===== src/pt8_pkg.sv =====
// Package: register map, field layouts, reset values and timing taps of the paired timer
package pt8_pkg;

  // ----------------------------------------------------------------------
  // Register indices (byte address is four times the index)
  // ----------------------------------------------------------------------
  localparam logic [9:0] IDX_PAIR_RUN = 10'h108;
  localparam logic [9:0] IDX_LOW_CMP = 10'h10A;
  localparam logic [9:0] IDX_HIGH_CMP = 10'h10B;
  localparam logic [9:0] IDX_PAIR_MODE = 10'h10C;
  localparam logic [9:0] IDX_FF_CTRL = 10'h10D;
  localparam int ADDR_W = 12;

  // ----------------------------------------------------------------------
  // Field encodings
  // ----------------------------------------------------------------------
  localparam logic [1:0] MODE_TWO_8BIT = 2'h0;
  localparam logic [1:0] MODE_CASCADE_16 = 2'h1;
  localparam logic [1:0] MODE_PPG_8BIT = 2'h2;
  localparam logic [1:0] MODE_PWM_8BIT = 2'h3;

  localparam logic [1:0] FF_CMD_INVERT = 2'h0;
  localparam logic [1:0] FF_CMD_SET = 2'h1;
  localparam logic [1:0] FF_CMD_CLEAR = 2'h2;
  localparam logic [1:0] FF_CMD_NONE = 2'h3;

  localparam logic [1:0] PWM_CYC_64 = 2'h1;
  localparam logic [1:0] PWM_CYC_128 = 2'h2;
  localparam logic [7:0] PWM_MASK_64 = 8'h3F;
  localparam logic [7:0] PWM_MASK_128 = 8'h7F;
  localparam logic [7:0] PWM_MASK_256 = 8'hFF;

  // ----------------------------------------------------------------------
  // Reset values
  // ----------------------------------------------------------------------
  localparam logic [7:0] RST_PAIR_RUN = 8'h00;
  localparam logic [7:0] RST_PAIR_MODE = 8'h00;
  localparam logic [1:0] RST_FF_TOGGLE = 2'h0;
  localparam logic [7:0] RST_CMP = 8'h00;

  // ----------------------------------------------------------------------
  // Prescaler: tick when the low N bits are all ones (period 2^N clocks)
  // ----------------------------------------------------------------------
  localparam int PRESC_W = 9;
  localparam int TAP_T1_BITS = 1;
  localparam int TAP_T4_BITS = 3;
  localparam int TAP_T16_BITS = 5;
  localparam int TAP_T256_BITS = 9;

  // ----------------------------------------------------------------------
  // Register layouts
  // ----------------------------------------------------------------------
  typedef struct packed {
    logic double_buffer_enable;
    logic [2:0] unused;
    logic idle_state_operate;
    logic prescaler_run;
    logic high_timer_run;
    logic low_timer_run;
  } pt8_run_t;

  typedef struct packed {
    logic [1:0] pair_mode;
    logic [1:0] pwm_cycle;
    logic [1:0] high_clock_sel;
    logic [1:0] low_clock_sel;
  } pt8_mode_t;

  typedef struct packed {
    logic flipflop_toggle_enable;
    logic flipflop_toggle_source;
  } pt8_ffctl_t;

endpackage : pt8_pkg


===== src/pt8_timer_pair.sv =====
// Paired 8-bit timer with APB register access, cascade, PPG and PWM modes
//
// The APB slave port was decided locally.
`timescale 1ns/100ps
`default_nettype none

module pt8_timer_pair (
  input wire logic pclk,
  input wire logic presetn,
  input wire logic psel,
  input wire logic penable,
  input wire logic pwrite,
  input wire logic [11:0] paddr,
  input wire logic [31:0] pwdata,
  output logic [31:0] prdata,
  output logic pready,
  output logic pslverr,
  input wire logic idle_req,
  output logic timer_output_flipflop,
  output logic low_timer_match_trigger
);

  // ----------------------------------------------------------------------
  // Functions
  // ----------------------------------------------------------------------
  // True when the prescaler has all of its low nbits set
  function automatic logic tap_hit(input logic [8:0] presc, input int nbits);
    logic [8:0] mask;
    mask = 9'((1 << nbits) - 1);
    return (presc & mask) == mask;
  endfunction : tap_hit

  // Index decode of a word address
  function automatic logic idx_is(input logic [11:0] addr, input logic [9:0] idx);
    return addr[11:2] == idx;
  endfunction : idx_is

  // ----------------------------------------------------------------------
  // Declarations
  // ----------------------------------------------------------------------
  pt8_pkg::pt8_run_t run_ff;
  pt8_pkg::pt8_mode_t mode_ff;
  pt8_pkg::pt8_ffctl_t ffctl_ff;
  logic [7:0] cmp_lo_buf_ff;
  logic [7:0] cmp_lo_ff;
  logic [7:0] cmp_hi_ff;
  logic [8:0] presc_ff;
  logic tff_ff;
  logic trig_ff;
  logic pready_ff;
  logic pslverr_ff;
  logic [31:0] prdata_ff;
  logic nxt_tff;
  logic [31:0] nxt_prdata;
  logic nxt_mapped;
  logic access_wait;
  logic wr_en;
  logic halt;
  logic presc_tick_lo;
  logic presc_tick_hi;
  logic lo_run;
  logic hi_run;
  logic lo_tick;
  logic hi_tick;
  logic lo_wrap;
  logic hi_wrap;
  logic lo_match_ev;
  logic hi_match_ev;
  logic period_ev;
  logic full_match;
  logic hw_toggle;
  logic buf_load;
  logic [7:0] pwm_mask;
  logic [7:0] lo_cnt;
  logic [7:0] hi_cnt;

  // ----------------------------------------------------------------------
  // APB slave
  // ----------------------------------------------------------------------
  // One wait state: data is prepared in the first access cycle, ready in the second
  assign access_wait = psel & penable & ~pready_ff;
  assign wr_en = psel & penable & pready_ff & pwrite;

  // Read mux; compare registers are write-only and read as zero
  always_comb begin
    nxt_prdata = 32'h0000_0000;
    nxt_mapped = 1'b1;
    if (idx_is(paddr, pt8_pkg::IDX_PAIR_RUN)) begin
      nxt_prdata[7:0] = {run_ff.double_buffer_enable, 3'h0, run_ff[3:0]};
    end else if (idx_is(paddr, pt8_pkg::IDX_PAIR_MODE)) begin
      nxt_prdata[7:0] = mode_ff;
    end else if (idx_is(paddr, pt8_pkg::IDX_FF_CTRL)) begin
      nxt_prdata[7:0] = {4'h0, pt8_pkg::FF_CMD_NONE, ffctl_ff};
    end else if (idx_is(paddr, pt8_pkg::IDX_LOW_CMP) || idx_is(paddr, pt8_pkg::IDX_HIGH_CMP)) begin
      nxt_prdata = 32'h0000_0000;
    end else begin
      nxt_mapped = 1'b0;
    end
  end

  // Bus answer registers
  always_ff @(posedge pclk or negedge presetn) begin
    if (!presetn) begin
      pready_ff <= 1'b0;
      pslverr_ff <= 1'b0;
      prdata_ff <= 32'h0000_0000;
    end else begin
      pready_ff <= access_wait;
      pslverr_ff <= access_wait & ~nxt_mapped;
      if (access_wait && !pwrite) begin
        prdata_ff <= nxt_prdata;
      end
    end
  end

  // ----------------------------------------------------------------------
  // Control registers
  // ----------------------------------------------------------------------
  always_ff @(posedge pclk or negedge presetn) begin
    if (!presetn) begin
      run_ff <= pt8_pkg::RST_PAIR_RUN;
      mode_ff <= pt8_pkg::RST_PAIR_MODE;
      ffctl_ff <= pt8_pkg::RST_FF_TOGGLE;
    end else if (wr_en) begin
      if (idx_is(paddr, pt8_pkg::IDX_PAIR_RUN)) begin
        run_ff <= {pwdata[7], 3'h0, pwdata[3:0]};
      end
      if (idx_is(paddr, pt8_pkg::IDX_PAIR_MODE)) begin
        mode_ff <= pwdata[7:0];
      end
      if (idx_is(paddr, pt8_pkg::IDX_FF_CTRL)) begin
        ffctl_ff <= pwdata[1:0];
      end
    end
  end

  // Compare registers; low compare may be double buffered against glitches mid-period
  always_ff @(posedge pclk or negedge presetn) begin
    if (!presetn) begin
      cmp_lo_buf_ff <= pt8_pkg::RST_CMP;
      cmp_lo_ff <= pt8_pkg::RST_CMP;
      cmp_hi_ff <= pt8_pkg::RST_CMP;
    end else begin
      if (wr_en && idx_is(paddr, pt8_pkg::IDX_LOW_CMP)) begin
        cmp_lo_buf_ff <= pwdata[7:0];
      end
      if (wr_en && idx_is(paddr, pt8_pkg::IDX_HIGH_CMP)) begin
        cmp_hi_ff <= pwdata[7:0];
      end
      if (wr_en && idx_is(paddr, pt8_pkg::IDX_LOW_CMP) && !run_ff.double_buffer_enable) begin
        cmp_lo_ff <= pwdata[7:0];
      end else if (buf_load && run_ff.double_buffer_enable) begin
        cmp_lo_ff <= cmp_lo_buf_ff;
      end
    end
  end

  // ----------------------------------------------------------------------
  // Prescaler and clock selection
  // ----------------------------------------------------------------------
  // Idle stop freezes counts without clearing them, unlike a run bit
  assign halt = idle_req & ~run_ff.idle_state_operate;

  always_ff @(posedge pclk or negedge presetn) begin
    if (!presetn) begin
      presc_ff <= 9'h000;
    end else if (!run_ff.prescaler_run) begin
      presc_ff <= 9'h000;
    end else if (!halt) begin
      presc_ff <= presc_ff + 9'h001;
    end
  end

  // Low timer source; code 00 has no source and never counts
  always_comb begin
    case (mode_ff.low_clock_sel)
      2'h1: presc_tick_lo = tap_hit(presc_ff, pt8_pkg::TAP_T1_BITS);
      2'h2: presc_tick_lo = tap_hit(presc_ff, pt8_pkg::TAP_T4_BITS);
      2'h3: presc_tick_lo = tap_hit(presc_ff, pt8_pkg::TAP_T16_BITS);
      default: presc_tick_lo = 1'b0;
    endcase
  end

  // High timer source; code 00 is the low timer's match trigger in two 8-bit mode, handled below
  always_comb begin
    case (mode_ff.high_clock_sel)
      2'h1: presc_tick_hi = tap_hit(presc_ff, pt8_pkg::TAP_T1_BITS);
      2'h2: presc_tick_hi = tap_hit(presc_ff, pt8_pkg::TAP_T16_BITS);
      2'h3: presc_tick_hi = tap_hit(presc_ff, pt8_pkg::TAP_T256_BITS);
      default: presc_tick_hi = 1'b0;
    endcase
  end

  // ----------------------------------------------------------------------
  // Counting and compare
  // ----------------------------------------------------------------------
  // Period mask; reserved code 00 falls back to the longest period
  always_comb begin
    case (mode_ff.pwm_cycle)
      pt8_pkg::PWM_CYC_64: pwm_mask = pt8_pkg::PWM_MASK_64;
      pt8_pkg::PWM_CYC_128: pwm_mask = pt8_pkg::PWM_MASK_128;
      default: pwm_mask = pt8_pkg::PWM_MASK_256;
    endcase
  end

  assign lo_run = run_ff.low_timer_run & run_ff.prescaler_run;
  assign hi_run = run_ff.high_timer_run & run_ff.prescaler_run;
  assign lo_tick = lo_run & ~halt & presc_tick_lo;
  assign full_match = (lo_cnt == cmp_lo_ff) && (hi_cnt == cmp_hi_ff);

  // Mode-dependent wrap points and events
  always_comb begin
    lo_wrap = 1'b0;
    hi_wrap = (hi_cnt == cmp_hi_ff);
    lo_match_ev = 1'b0;
    period_ev = 1'b0;
    hi_tick = hi_run & ~halt & presc_tick_hi;
    case (mode_ff.pair_mode)
      pt8_pkg::MODE_TWO_8BIT: begin
        lo_wrap = (lo_cnt == cmp_lo_ff);
        lo_match_ev = lo_tick & lo_wrap;
        period_ev = lo_match_ev;
        if (mode_ff.high_clock_sel == 2'h0) begin
          hi_tick = hi_run & lo_match_ev;
        end
      end
      pt8_pkg::MODE_CASCADE_16: begin
        lo_wrap = full_match;
        hi_wrap = full_match;
        hi_tick = hi_run & lo_tick & (full_match | (lo_cnt == 8'hFF));
        lo_match_ev = lo_tick & full_match;
        period_ev = lo_match_ev;
      end
      pt8_pkg::MODE_PPG_8BIT: begin
        lo_wrap = (lo_cnt == cmp_hi_ff);
        lo_match_ev = lo_tick & (lo_cnt == cmp_lo_ff);
        period_ev = lo_tick & lo_wrap;
      end
      pt8_pkg::MODE_PWM_8BIT: begin
        lo_wrap = ((lo_cnt & pwm_mask) == pwm_mask);
        lo_match_ev = lo_tick & (lo_cnt == cmp_lo_ff);
        period_ev = lo_tick & lo_wrap;
      end
      default: begin
        lo_wrap = 1'b0;
      end
    endcase
  end

  assign hi_match_ev = hi_tick & hi_wrap;
  assign buf_load = period_ev;

  pt8_counter u_low_timer (
    .pclk(pclk),
    .presetn(presetn),
    .run(lo_run),
    .inc(lo_tick),
    .wrap(lo_wrap),
    .count(lo_cnt)
  );

  pt8_counter u_high_timer (
    .pclk(pclk),
    .presetn(presetn),
    .run(hi_run),
    .inc(hi_tick),
    .wrap(hi_wrap),
    .count(hi_cnt)
  );

  // ----------------------------------------------------------------------
  // Timer output flip-flop
  // ----------------------------------------------------------------------
  // Hardware inversion source depends on mode; PPG and PWM invert at match and period
  always_comb begin
    case (mode_ff.pair_mode)
      pt8_pkg::MODE_TWO_8BIT: begin
        hw_toggle = ffctl_ff.flipflop_toggle_source ? hi_match_ev : lo_match_ev;
      end
      pt8_pkg::MODE_CASCADE_16: hw_toggle = lo_match_ev;
      default: hw_toggle = lo_match_ev ^ period_ev;
    endcase
    hw_toggle = hw_toggle & ffctl_ff.flipflop_toggle_enable;
  end

  // A software command beats a same-cycle hardware inversion
  always_comb begin
    nxt_tff = tff_ff ^ hw_toggle;
    if (wr_en && idx_is(paddr, pt8_pkg::IDX_FF_CTRL)) begin
      case (pwdata[3:2])
        pt8_pkg::FF_CMD_INVERT: nxt_tff = ~tff_ff;
        pt8_pkg::FF_CMD_SET: nxt_tff = 1'b1;
        pt8_pkg::FF_CMD_CLEAR: nxt_tff = 1'b0;
        default: nxt_tff = tff_ff ^ hw_toggle;
      endcase
    end
  end

  always_ff @(posedge pclk or negedge presetn) begin
    if (!presetn) begin
      tff_ff <= 1'b0;
      trig_ff <= 1'b0;
    end else begin
      tff_ff <= nxt_tff;
      trig_ff <= lo_match_ev;
    end
  end

  // ----------------------------------------------------------------------
  // Outputs
  // ----------------------------------------------------------------------
  assign prdata = prdata_ff;
  assign pready = pready_ff;
  assign pslverr = pslverr_ff;
  assign timer_output_flipflop = tff_ff;
  assign low_timer_match_trigger = trig_ff;

endmodule : pt8_timer_pair

`default_nettype wire


===== src/pt8_counter.sv =====
// Eight-bit up counter with run-clear, count strobe and synchronous wrap
`timescale 1ns/100ps
`default_nettype none

module pt8_counter (
  input wire logic pclk,
  input wire logic presetn,
  input wire logic run,
  input wire logic inc,
  input wire logic wrap,
  output logic [7:0] count
);

  logic [7:0] count_ff;

  // ----------------------------------------------------------------------
  // Counter
  // ----------------------------------------------------------------------
  // Stopped counter is held at zero so a restart always begins from a known point
  always_ff @(posedge pclk or negedge presetn) begin
    if (!presetn) begin
      count_ff <= 8'h00;
    end else if (!run) begin
      count_ff <= 8'h00;
    end else if (inc) begin
      count_ff <= wrap ? 8'h00 : count_ff + 8'h01;
    end
  end

  assign count = count_ff;

endmodule : pt8_counter

`default_nettype wire


===== config.mk =====
export PLATFORM = sky130hd
export DESIGN_NAME = pt8_timer_pair
export DESIGN_NICKNAME = d
export VERILOG_FILES = /design/src/pt8_pkg.sv /design/src/pt8_timer_pair.sv /design/src/pt8_counter.sv
export SDC_FILE = /design/constraint.sdc
export NUM_CORES = 1
export LEC_CHECK = 0
export ABC_CLOCK_PERIOD_IN_PS = 5420
export BUFFER_PORTS_ARGS = -buffer_cell sky130_fd_sc_hd__buf_2
export CAP_MARGIN = 25
export CORE_ASPECT_RATIO = 1.5
export CORE_UTILIZATION = 55
export CTS_CLUSTER_SIZE = 28
export DETAILED_ROUTE_END_ITERATION = 12
export PLACE_DENSITY = 0.85
export SYNTH_ARGS = -nofsm -noshare
export SYNTH_HDL_FRONTEND = slang
export SYNTH_SLANG_ARGS = --single-unit

===== constraint.sdc =====
create_clock -name pclk -period 5.42 [get_ports pclk]
set_input_delay 1.084 -clock pclk [delete_from_list [all_inputs] [get_ports pclk]]
set_output_delay 1.084 -clock pclk [all_outputs]
set_load 0.005 [all_outputs]

==> impl_metrics.sql, run 1 <==
INSERT INTO impl_metrics (metric_group, metric, value, unit) VALUES
('run_status', 'status', 'finished clean', ''),
('setup_path', 'critPathRequiredTime', '5.69', 'ns'),
('route', 'drc_errors', '0', ''),
('finish', 'multi_input_gate_area_in_the_final_layout', '0.00207', 'mm²'),
('clock_network', 'cts_setup_buffers', '0', ''),
('synth', 'synth_simple_gate_area_share', '17.3', '%'),
('finish', 'register_area', '0.00190', 'mm²'),
('placement', 'dp_hpwl', '6620', 'µm'),
('die', 'die-area', '0.00797', 'mm²'),
('route', 'drt_initial_violations', '233', ''),
('clock_network', 'htree_num_levels', '3', ''),
('die', 'start_util', '57.5', '%'),
('sta', 'worst_clock_skew', '0.00612', 'ns'),
('global_routing', 'grtUsageTotal', '26.1', '%'),
('power_and_ir_drop', 'leakage', '2.32', 'nW'),
('global_routing', 'grt_pass1_wl', '15200', 'µm'),
('sta', 'finalHoldViolations', '0', ''),
('die', 'placementRows', '38', ''),
('global_routing', 'antenna_found_initial', '0', ''),
('die', 'die_height', '109', 'µm'),
('die', 'die_w', '73.2', 'µm'),
('synth', 'netlist_top_cells_area', 'dfrtp_1 (45%), mux2_2 (7.5%), xor2_1 (6.7%)', ''),
('sta', 'tns', '0', 'ns'),
('worst_hold_path', 'timing.hold.worst_endpoint', 'prdata[5]$_DFFE_PN0P_', ''),
('synth', 'post_synthesis_compound_gate_area_fraction', '10.9', '%'),
('setup_path', 'critical_path_class', 'reg -> reg', ''),
('die', 'design.portCount', '86', ''),
('sta', 'grt_setup_unrepaired', 'no', ''),
('placement', 'number_of_i_o_port_buffers', '35', ''),
('route', 'vias', '3203', ''),
('setup_path', 'critical_path.max_fanout', '8', ''),
('clock_network', 'worst_skew_pair.late_latency', '0.36', 'ns'),
('clock_network', 'cts_buffers', '9', ''),
('global_routing', 'grt_pass1_vias', '3239', ''),
('synth', 'synth-edff-count', '0', ''),
('setup_path', 'worstPathArrival', '3.57', 'ns'),
('setup_path', 'ff2ff_path_depth', '10', ''),
('synth', 'synthDistinctLibCells', '46', ''),
('synth', 'syn_inst', '420', ''),
('sta', 'period_share', '60.7', '%'),
('worst_hold_path', 'hold_class', 'reg -> reg', ''),
('route', 'antenna_violating_nets_post_route', '0', ''),
('setup_path', 'setup.worst_path.start', 'presc_ff[0]$_DFFE_PN0P_', ''),
('synth', 'synth_top_family_by_area', 'simple AND/OR/NAND/NOR gates', ''),
('finish', 'finish.instance_area', '0.00460', 'mm²'),
('synth', 'synth_area_leader_cell', 'dfrtp_1', ''),
('setup_path', 'worst_r2r_endpoint', 'u_high_timer.count[2]$_DFFE_PN0P_', ''),
('synth', 'synth_area', '0.00418', 'mm²'),
('placement', 'dpl-instance-area', '0.00435', 'mm²'),
('sta', 'finalWorstPathRequiredPeriod', '3.29', 'ns'),
('synth', 'avgSynthCellArea', '9.96', 'µm²'),
('finish', 'area.growth.synth_to_final', '9.84', '%'),
('sta', 'worstMarginPinSlew', '0.881', 'ns'),
('finish', 'nets', '511', ''),
('clock_network', 'clock_sinks', '76', ''),
('clock_network', 'tritoncts', 'yes', ''),
('setup_path', 'r2r_start', 'presc_ff[0]$_DFFE_PN0P_', ''),
('synth', 'asyncSetResetFlopFracSynth', '100', '%'),
('clock_network', 'postCtsResizedCells', '0', ''),
('global_routing', 'grt_start_max_net_pins', '42', ''),
('clock_network', 'max-clock-path-buffers', '2', ''),
('synth', 'synthXorXnorAreaFrac', '7.54', '%'),
('setup_path', 'cp-start-kind', 'register', ''),
('worst_hold_path', 'holdPathStages', '2', ''),
('die', 'core_area', '0.00727', 'mm²'),
('route', 'route.detailed.wl_per_inst', '16.3', 'µm'),
('synth', 'synth_top_area_share', '45.5', '%'),
('finish', 'layout-drive-gt1-share', '18.5', '%'),
('synth', 'ys_seq_elements', '76', ''),
('job', 'drv_cap', '0', ''),
('sta', 'relSlewSlack', '41.1', '%');
-- report_power, final --
group          switching, mW  internal (mW)  total [mW]
logic                 0.0307         0.0102      0.0409
registers            0.00101          0.568       0.569
clock network          0.206          0.330       0.536
total                  0.238          0.908        1.15
-- cells in the mapped netlist (all sizes together), types with 2 or more instances --
cell type	n
nand3b	3
nand2b	6
and2	6
a21boi	5
nand2	44
o21ai	21
nor2	26
xnor2	4
mux2	28
or3	6
nand4	6
a221oi	2
nor3	7
o31ai	5
inv	14
or3b	4
o211ai	3
and3	7
xor2	32
a221o	3
buf	26
dfrtp	76
ha	7
nor2b	4
mux2i	8
a21oi	17
nor4	8
o32ai	3
nor3b	2
nand3	10
a31oi	4
clkbuf	12
-- stage by stage --
step | instances | power [mW] | hold WS (ns) | setup slack (ns)
3_5_place_dp | 543 | 0.621 | 0.464 | 1.82
4_1_cts | 559 | 1.16 | 0.482 | 2.11
2_1_floorplan | 443 | 0.605 | 0.473 | 2.08
3_3_place_gp | 543 | 0.619 | 0.459 | 1.89
6_report | 559 | 1.15 | 0.478 | 2.13
5_1_grt | 559 | 1.18 | 0.507 | 1.96
-- routing by layer --
layer | routed length (µm) | track usage, % | vias to the layer above
li1 | - | - | 1482
met1 | 3420 | 28.7 | 1583
met2 | 4920 | 45.7 | 110
met3 | 412 | 4.81 | 28
met4 | 346 | 16.2 | 0
met5 | 0 | 0 | -
-- cells by family (layout without fill, tap and decap cells) --
group                    after synthesis  after routing
other                                  1             24
flip-flops                            76             76
buffers and inverters                 52             68
adder cells (fa/ha/maj)                7              7
AND/OR/NAND/NOR                      142            142
AO/OA/AOI/OAI                         70             70
XOR/XNOR                              36             36
multiplexers                          36             36
-- sequential cells by signal, summed over array words and instances, names as in the netlist, 5 cells and up --
| register | cells |
|---|---|
| cmp_hi_ff | 8 |
| cmp_lo_buf_ff | 8 |
| cmp_lo_ff | 8 |
| mode_ff | 8 |
| prdata | 8 |
| presc_ff | 9 |
| run_ff | 5 |
| u_high_timer.count | 8 |
| u_low_timer.count | 8 |
-- final cells by class --
type / count / share of cell area, %
tap: 100 / 2.72
multi-input combinational: 315 / 45.0
clock inverter: 4 / 2.07
inverter: 14 / 1.14
sequential: 76 / 41.4
timing repair buffer: 38 / 4.30
clock buffer: 12 / 3.38
-- cells in the final DEF, fill, tap and decap left out, types with 6 or more instances in the layout --
cell,n
a21oi_1,17
and2_1,6
and3_1,7
buf_2,35
clkbuf_8,11
conb_1,24
dfrtp_1,76
ha_1,7
inv_1,14
mux2_2,28
mux2i_1,8
nand2_1,44
nand2b_1,6
nand3_1,10
nand4_1,6
nor2_1,26
nor3_1,7
nor4_1,8
o21ai_0,21
or3_1,6
xor2_1,32
-- worst max path at each step --
stage,end,slack [ns],depth (start not counted)
after floorplan,u_high_timer.count[2]$_DFFE_PN0P_,2.08,9
after global placement,u_high_timer.count[2]$_DFFE_PN0P_,1.89,8
after detailed placement,u_high_timer.count[2]$_DFFE_PN0P_,1.82,8
after CTS,u_high_timer.count[2]$_DFFE_PN0P_,2.11,10
after global routing,u_high_timer.count[3]$_DFFE_PN0P_,1.96,10
final,u_high_timer.count[2]$_DFFE_PN0P_,2.13,10
-- worst max-delay path: stages, from the launching register on --
cell      delay (ns)
dfrtp_1         0.45
ha_1            0.20
and3_1          0.19
ha_1            0.19
and3b_1         0.21
or4_4           0.49
o41a_1          0.49
a22oi_2         0.23
nand3b_2        0.18
or3b_1          0.40
a21oi_1         0.17
(Power assumes the default switching activity.)
==> inputs of run 2 (changes only) <==
ABC_AREA = 1   (was default)
ABC_CLOCK_PERIOD_IN_PS = 2600   (was 5420)
CORE_UTILIZATION = 50   (was 55)
PLACE_DENSITY = 0.81   (was 0.85)
clock period = 2.6 ns   (was 5.42 ns; I/O delays follow)
==> run 2 against run 1 <==
  * Global-route usage decreased by 1.6 points
  * Flip-flop and latch count unchanged
  * Die area increased by 17%
  * Clock power increased by 150%
  * Hold slack got worse by 0.45 ns
  * Setup slack got worse by 1.9 ns
  * Synthesized cell count increased by 40%
  * Fmax increased by 41%
  * Core utilization decreased by 4.5 points
  * Non-clock buffer count increased by 2
  * Design area increased by 9.3%
  * Cell count increased by 33%
==> impl_metrics.sql, run 2 <==
INSERT INTO impl_metrics (metric_group, metric, value, unit) VALUES
('clock_network', 'worst_skew_pair.late_latency', '0.34', 'ns'),
('setup_path', 'critical_path_class', 'reg -> reg', ''),
('route', 'drt_first_pass_iters', '4', ''),
('setup_path', 'critPathRequiredTime', '2.81', 'ns'),
('finish', 'nets', '687', ''),
('clock_network', 'cts_buffers', '9', ''),
('setup_path', 'end_kind', 'register', ''),
('finish', 'top_register', 'presc_ff', ''),
('setup_path', 'worst_r2r_endpoint', 'u_high_timer.count[0]$_DFFE_PN0P_', ''),
('synth', 'synth_area', '0.00448', 'mm²'),
('job', 'drv_cap', '0', ''),
('finish', 'finish.utilization', '58.6', '%'),
('setup_path', 'ff2ff_path_depth', '14', ''),
('run_status', 'status', 'finished clean', ''),
('global_routing', 'antenna_found_initial', '0', ''),
('route', 'drc_errors', '0', ''),
('clock_network', 'post_cts_hold_buffer_count', '0', ''),
('placement', 'dp_hpwl', '7490', 'µm'),
('synth', 'ys_dominant_reg_cell', 'dfrtp_1', ''),
('sta', 'worstMarginPinSlew', '0.566', 'ns'),
('setup_path', 'r2r_start', 'presc_ff[1]$_DFFE_PN0P_', ''),
('power_and_ir_drop', 'clkPwrFrac', '50.7', '%'),
('synth', 'synth_top_area_share', '42.5', '%'),
('power_and_ir_drop', 'p_comb_share', '4.0', '%'),
('synth', 'synth_commonest_cells', 'nand2_1 (149), inv_1 (77), dfrtp_1 (76)', ''),
('placement', 'dpl_worst_slack', '0.303', 'ns'),
('setup_path', 'r2r_setup_slack', '0.27', 'ns'),
('die', 'die_height', '118', 'µm'),
('die', 'design.portCount', '86', ''),
('clock_network', 'htree_num_levels', '3', ''),
('clock_network', 'cts_root_buffer', 'clkbuf_16', ''),
('power_and_ir_drop', 'leakage', '2.46', 'nW'),
('route', 'vias', '3941', ''),
('power_and_ir_drop', 'power_switching', '0.550', 'mW'),
('clock_network', 'cts_setup_buffers', '0', ''),
('clock_network', 'postCtsResizedCells', '0', ''),
('synth', 'netlist_top_cells_area', 'dfrtp_1 (42%), nand2_1 (12%), inv_1 (6.5%)', ''),
('power_and_ir_drop', 'pwr-share-seq', '45.3', '%'),
('synth', 'register_area_share_after_synthesis', '42.5', '%'),
('synth', 'synth-edff-count', '0', ''),
('synth', 'avgSynthCellArea', '7.59', 'µm²'),
('synth', 'synth_area_leader_cell', 'dfrtp_1', ''),
('synth', 'synthDistinctLibCells', '37', ''),
('sta', 'grt_setup_unrepaired', 'no', ''),
('global_routing', 'grtUsageTotal', '24.5', '%'),
('sta', 'achievable-frequency', '429', 'MHz'),
('power_and_ir_drop', 'p_total', '2.63', 'mW'),
('setup_path', 'worstPathArrival', '2.54', 'ns'),
('power_and_ir_drop', 'maximum_vdd_drop', '421', 'µV'),
('synth', 'syn_inst', '590', ''),
('synth', 'ys_seq_elements', '76', ''),
('sta', 'timing.final.ws_setup', '0.270', 'ns'),
('synth', 'yosysWarningCount', '0', ''),
('global_routing', 'grt_pass1_vias', '3906', ''),
('finish', 'insertedDiodeCount', '0', ''),
('synth', 'synth.most_common_cell', 'nand2_1', ''),
('die', 'placementRows', '41', ''),
('clock_network', 'tritoncts', 'yes', ''),
('power_and_ir_drop', 'powerDensity', '524', 'mW/mm²'),
('sta', 'finalHoldViolations', '0', ''),
('global_routing', 'grt_pass1_wl', '17700', 'µm'),
('setup_path', 'cp-start-kind', 'register', ''),
('die', 'die_w', '79.3', 'µm'),
('finish', 'final_common_cell', 'nand2_1', ''),
('route', 'route.detailed.wl_per_inst', '13.9', 'µm'),
('sta', 'finalWorstPathRequiredPeriod', '2.33', 'ns'),
('sta', 'setup_viol_count_final', '0', ''),
('route', 'avgViaCountPerCell', '5.31', ''),
('sta', 'period_share', '89.6', '%'),
('clock_network', 'path_clk_slew', '0.06', 'ns'),
('finish', 'layout-drive-gt1-share', '15.6', '%'),
('sta', 'relSlewSlack', '62.2', '%'),
('route', 'routed_wl', '10300', 'µm'),
('clock_network', 'max-clock-path-buffers', '2', ''),
('finish', 'largest_reg_flops', '9', ''),
('placement', 'place.gp.congestion', '0.925', ''),
('setup_path', 'critical_path.max_fanout', '10', ''),
('power_and_ir_drop', 'switching_share', '20.9', '%'),
('route', 'drt_initial_violations', '329', ''),
('die', 'die-area', '0.00934', 'mm²'),
('die', 'core_area', '0.00857', 'mm²'),
('route', 'antenna_violating_nets_post_route', '0', ''),
('sta', 'worst_clock_skew', '0.00479', 'ns'),
('global_routing', 'grt_remaining_overflow', '0', ''),
('power_and_ir_drop', 'power.internal', '2.08', 'mW'),
('die', 'start_util', '52.2', '%'),
('setup_path', 'setup.worst_path.start', 'presc_ff[1]$_DFFE_PN0P_', ''),
('placement', 'number_of_i_o_port_buffers', '35', ''),
('clock_network', 'clock_sinks', '76', ''),
('sta', 'timing_max_transition_violations_final', '0', ''),
('synth', 'asyncSetResetFlopFracSynth', '100', '%'),
('sta', 'tns', '0', 'ns'),
('global_routing', 'grt_start_max_net_pins', '77', ''),
('worst_hold_path', 'hold_class', 'in -> async', ''),
('finish', 'area.growth.synth_to_final', '12.2', '%'),
('finish', 'layout.cells.most_common_list', 'nand2_1 (149), inv_1 (77), dfrtp_1 (76)', '');
-- run 2: worst max path at each step --
| stage | end | slack (ns) | cells past startpoint |
|---|---|---|---|
| 4_1_cts | cmp_lo_ff[3]$_DFFE_PN0P_ | 0.26 | 15 |
| 3_5_place_dp | cmp_lo_ff[3]$_DFFE_PN0P_ | 0.30 | 15 |
| 2_1_floorplan | timer_output_flipflop$_DFF_PN0_ | 0.65 | 17 |
| 6_report | u_high_timer.count[0]$_DFFE_PN0P_ | 0.27 | 14 |
| 5_1_grt | cmp_lo_ff[2]$_DFFE_PN0P_ | 0.05 | 15 |
| 3_3_place_gp | u_high_timer.count[6]$_DFFE_PN0P_ | 0.42 | 15 |
-- run 2: power groups by stage --
stage / logic (mW) / clock network [mW] / registers [mW]
after floorplan: 0.0615 / 0 / 1.21
after detailed placement: 0.0997 / 0 / 1.21
after global routing: 0.120 / 1.40 / 1.19
after global placement: 0.0979 / 0 / 1.21
final: 0.105 / 1.33 / 1.19
after CTS: 0.100 / 1.34 / 1.19
-- run 2: critical path, stage by stage (launching register included) --
cell and delay [ns]:
dfrtp_1 0.40, ha_1 0.21, nand3_1 0.09, inv_1 0.07, ha_1 0.18, inv_1 0.09, o21ai_0 0.11, a21oi_1 0.17
nor2_1 0.08, nor2_1 0.21, a21oi_4 0.10, nand2_2 0.15, nand2_2 0.16, nand4_1 0.10, o21ai_0 0.09
-- run 2: kinds of logic (layout without fill, tap and decap cells) --
family | Yosys count | after routing | share of synthesized area (%)
buffers and inverters | 124 | 146 | 12.6
DFF | 76 | 76 | 42.5
and+or+nand+nor | 269 | 269 | 27.3
AOI/OAI and AO/OA | 101 | 101 | 13.3
other | 1 | 24 | 0.0838
adders and majority gates | 7 | 7 | 1.96
xor gates and xnor gates | 12 | 12 | 2.35
-- run 2: cell type report --
| cell class | count | area, µm² |
|---|---|---|
| fill | 726 | 3540 |
| multi-input combinational | 413 | 2100 |
| inverter | 90 | 338 |
| tap | 107 | 134 |
| clock buffer | 11 | 243 |
| timing repair buffer | 40 | 235 |
| sequential | 76 | 1900 |
| clock inverter | 5 | 75.1 |
-- run 2: stage by stage --
step                instance area (µm²)  instances  hold slack [ns]
floorplan                          4560        613            0.224
global placement                   4680        725            0.463
detailed placement                 4680        725            0.471
CTS                                5000        741            0.373
global route                       5020        742           0.0253
finish                             5020        742           0.0277
-- run 2: layer usage --
metal / wire length, µm / track usage, % / part of all wire (%)
met5: 0 / 0 / 0
met4: 466 / 13.8 / 4.5
met3: 429 / 6.12 / 4.2
met2: 5440 / 41.9 / 53
met1: 3950 / 27.2 / 38
==> inputs of run 3 (changes only) <==
ABC_CLOCK_PERIOD_IN_PS = 2300   (was 2600)
CORE_UTILIZATION = 55   (was 50)
PLACE_DENSITY = 0.84   (was 0.81)
clock period = 2.3 ns   (was 2.6 ns; I/O delays follow)
==> run 3 against run 2 <==
  * The run now ends with negative setup slack left
  * Cell count up 0.40%
  * Die area shrank 8.9%
  * Critical path depth up 4
  * Design area grew 1.6%
  * Hold slack better by 0.031 ns
  * Wire length up 5.9%
  * Fmax is 1.3% higher
  * Critical path type unchanged
  * Critical endpoint is now timer_output_flipflop$_DFF_PN0_
  * Largest cell class unchanged
  * Largest power group is now sequential cells
==> impl_metrics.sql, run 3 (synthesized netlist as in run 2, its figures left out) <==
INSERT INTO impl_metrics (metric_group, metric, value, unit) VALUES
('power_and_ir_drop', 'leakage', '2.47', 'nW'),
('sta', 'achievable-frequency', '435', 'MHz'),
('finish', 'top_register', 'presc_ff', ''),
('setup_path', 'r2r_setup_slack', '-0.0008', 'ns'),
('finish', 'nets', '695', ''),
('die', 'core_area', '0.00776', 'mm²'),
('route', 'drt_initial_violations', '374', ''),
('run_status', 'status', 'finished with violations', ''),
('setup_path', 'end_kind', 'register', ''),
('route', 'drc_errors', '0', ''),
('sta', 'setup_viol_count_final', '1', ''),
('clock_network', 'cts_buffers', '9', ''),
('placement', 'place.gp.congestion', '0.933', ''),
('placement', 'dp_hpwl', '7600', 'µm'),
('sta', 'tns', '-0.000765', 'ns'),
('power_and_ir_drop', 'maximum_vdd_drop', '488', 'µV'),
('global_routing', 'antenna_found_initial', '0', ''),
('setup_path', 'worstPathArrival', '2.57', 'ns'),
('power_and_ir_drop', 'powerDensity', '540', 'mW/mm²'),
('die', 'start_util', '57.7', '%'),
('setup_path', 'cp_cell_sequence', 'ha_2 > nand3_2 > inv_2 > ha_1 > inv_1 > nand3_2 > nand2_4 > nor3_2 > nand3_2 > nand3_4 > nand2_1 > nand3_1 > nand2_1 > inv_2 > nand2_1 > nand2_1 > nand2_1 > a21oi_2', ''),
('global_routing', 'grt_start_max_net_pins', '46', ''),
('placement', 'number_of_i_o_port_buffers', '35', ''),
('global_routing', 'grt_pass1_vias', '3894', ''),
('placement', 'dp_cells', '726', ''),
('finish', 'layout.cells.most_common_list', 'nand2_1 (148), inv_1 (76), dfrtp_1 (76)', ''),
('setup_path', 'critPathRequiredTime', '2.57', 'ns'),
('sta', 'finalHoldViolations', '0', ''),
('clock_network', 'tritoncts', 'yes', ''),
('placement', 'dpl-instance-area', '0.00473', 'mm²'),
('finish', 'insertedDiodeCount', '0', ''),
('global_routing', 'grt_pass1_wl', '17500', 'µm'),
('route', 'antenna_violating_nets_post_route', '0', ''),
('clock_network', 'path_clk_slew', '0.06', 'ns'),
('setup_path', 'setup.worst_path.start', 'presc_ff[1]$_DFFE_PN0P_', ''),
('sta', 'timing_max_transition_violations_final', '0', ''),
('route', 'routed_wl', '10900', 'µm'),
('route', 'drt_first_pass_iters', '7', ''),
('clock_network', 'cts_root_buffer', 'clkbuf_16', ''),
('clock_network', 'clock_sinks', '76', ''),
('route', 'vias', '4056', ''),
('sta', 'timing.final.ws_setup', '-0.000765', 'ns'),
('sta', 'worst_clock_skew', '0.00572', 'ns'),
('setup_path', 'cpPeakStageDelay', '0.39', 'ns'),
('setup_path', 'critical_path_class', 'reg -> reg', ''),
('route', 'route.detailed.wl_per_inst', '14.6', 'µm'),
('finish', 'finish.instance_area', '0.00510', 'mm²'),
('sta', 'finalWorstPathRequiredPeriod', '2.30', 'ns'),
('run_status', 'failed_checks', 'negative setup slack', ''),
('clock_network', 'max-clock-path-buffers', '2', ''),
('setup_path', 'r2r_start', 'presc_ff[1]$_DFFE_PN0P_', ''),
('die', 'die_w', '75.7', 'µm'),
('die', 'die_height', '112', 'µm'),
('die', 'placementRows', '39', ''),
('setup_path', 'critPathMostFrequentCell', 'nand2_1', ''),
('global_routing', 'grt_remaining_overflow', '0', ''),
('sta', 'final.hold.worst_slack', '0.0591', 'ns'),
('finish', 'largest_reg_flops', '9', ''),
('die', 'die-area', '0.00851', 'mm²'),
('clock_network', 'htree_num_levels', '3', ''),
('route', 'avgViaCountPerCell', '5.44', ''),
('setup_path', 'ff2ff_path_depth', '18', ''),
('die', 'design.portCount', '86', ''),
('setup_path', 'critical_path.max_fanout', '5', ''),
('clock_network', 'worst_skew_pair.late_latency', '0.34', 'ns'),
('global_routing', 'grtUsageTotal', '27.5', '%'),
('sta', 'period_share', '100', '%'),
('setup_path', 'slowest_library_cell_on_the_worst_path', 'dfrtp_1', ''),
('worst_hold_path', 'hold_class', 'in -> async', ''),
('job', 'drv_cap', '0', ''),
('finish', 'instances_no_fill', '745', ''),
('setup_path', 'cp-start-kind', 'register', ''),
('finish', 'area.growth.synth_to_final', '14.0', '%'),
('finish', 'layout-drive-gt1-share', '18.2', '%'),
('finish', 'final_common_cell', 'nand2_1', '');
## run 3: path summary, 6_finish.rpt
check | end
min in group pclk | pready$_DFF_PN0_
hold / removal | presc_ff[3]$_DFFE_PN0P_
hold reg to reg | cmp_lo_buf_ff[2]$_DFFE_PN0P_
setup / recovery | timer_output_flipflop$_DFF_PN0_
max in group asynchronous | mode_ff[1]$_DFFE_PN0P_
setup reg to reg | timer_output_flipflop$_DFF_PN0_
## run 3: timing repair
| item | CTS | global route |
|---|---|---|
| setup buffers | 0 | 3 |
| endpoints found under the setup margin | 1 | 15 |
| resized for setup | 1 | 17 |
| cloned | 0 | 0 |
| pin swaps | 0 | 9 |
| hold buffers | 0 | 0 |
## run 3: critical path: cells and delay by family, from the launching register on
| kind | cells | cell delay, ns |
|---|---|---|
| AO/OA/AOI/OAI | 1 | 0.15 |
| adder cells (fa/ha/maj) | 2 | 0.34 |
| buffers and inverters | 3 | 0.18 |
| flip-flops | 1 | 0.39 |
| AND/OR/NAND/NOR | 12 | 1.17 |
## run 3: area by class of cell
class                   instances  area, µm²
clock buffers                  11        243
clock inverters                 5       27.5
fillers                       618       2660
inverters                      90        338
multi-input cells             413       2180
flip-flops and latches         76       1900
well taps                     102        128
repair buffers                 48        288
## run 3: through the flow
| stage | power, mW | util (%) | setup WS (ns) |
|---|---|---|---|
| 2_1_floorplan | 1.44 | - | 0.348 |
| 3_3_place_gp | 1.48 | 61.0 | 0.138 |
| 3_5_place_dp | 1.49 | 61.0 | 0.0479 |
| 4_1_cts | 2.77 | 64.5 | 0.0174 |
| 5_1_grt | 2.84 | 65.8 | -0.136 |
| 6_report | 2.76 | 65.8 | -0.000765 |
## run 3: where the power goes
part / total, mW / switching [mW] / internal (mW) / leakage (nW)
logic: 0.119 / 0.0859 / 0.0329 / 1.31
clock network: 1.29 / 0.540 / 0.751 / 0.135
registers: 1.35 / 0.00365 / 1.34 / 1.03
## run 3: layer usage
layer | vias up | routed length (µm) | track usage (%)
met4 | 0 | 514 | 13.7
met5 | - | 0 | 0
met2 | 161 | 5800 | 47.4
met1 | 1903 | 4100 | 31.3
li1 | 1947 | - | -
met3 | 45 | 476 | 5.57
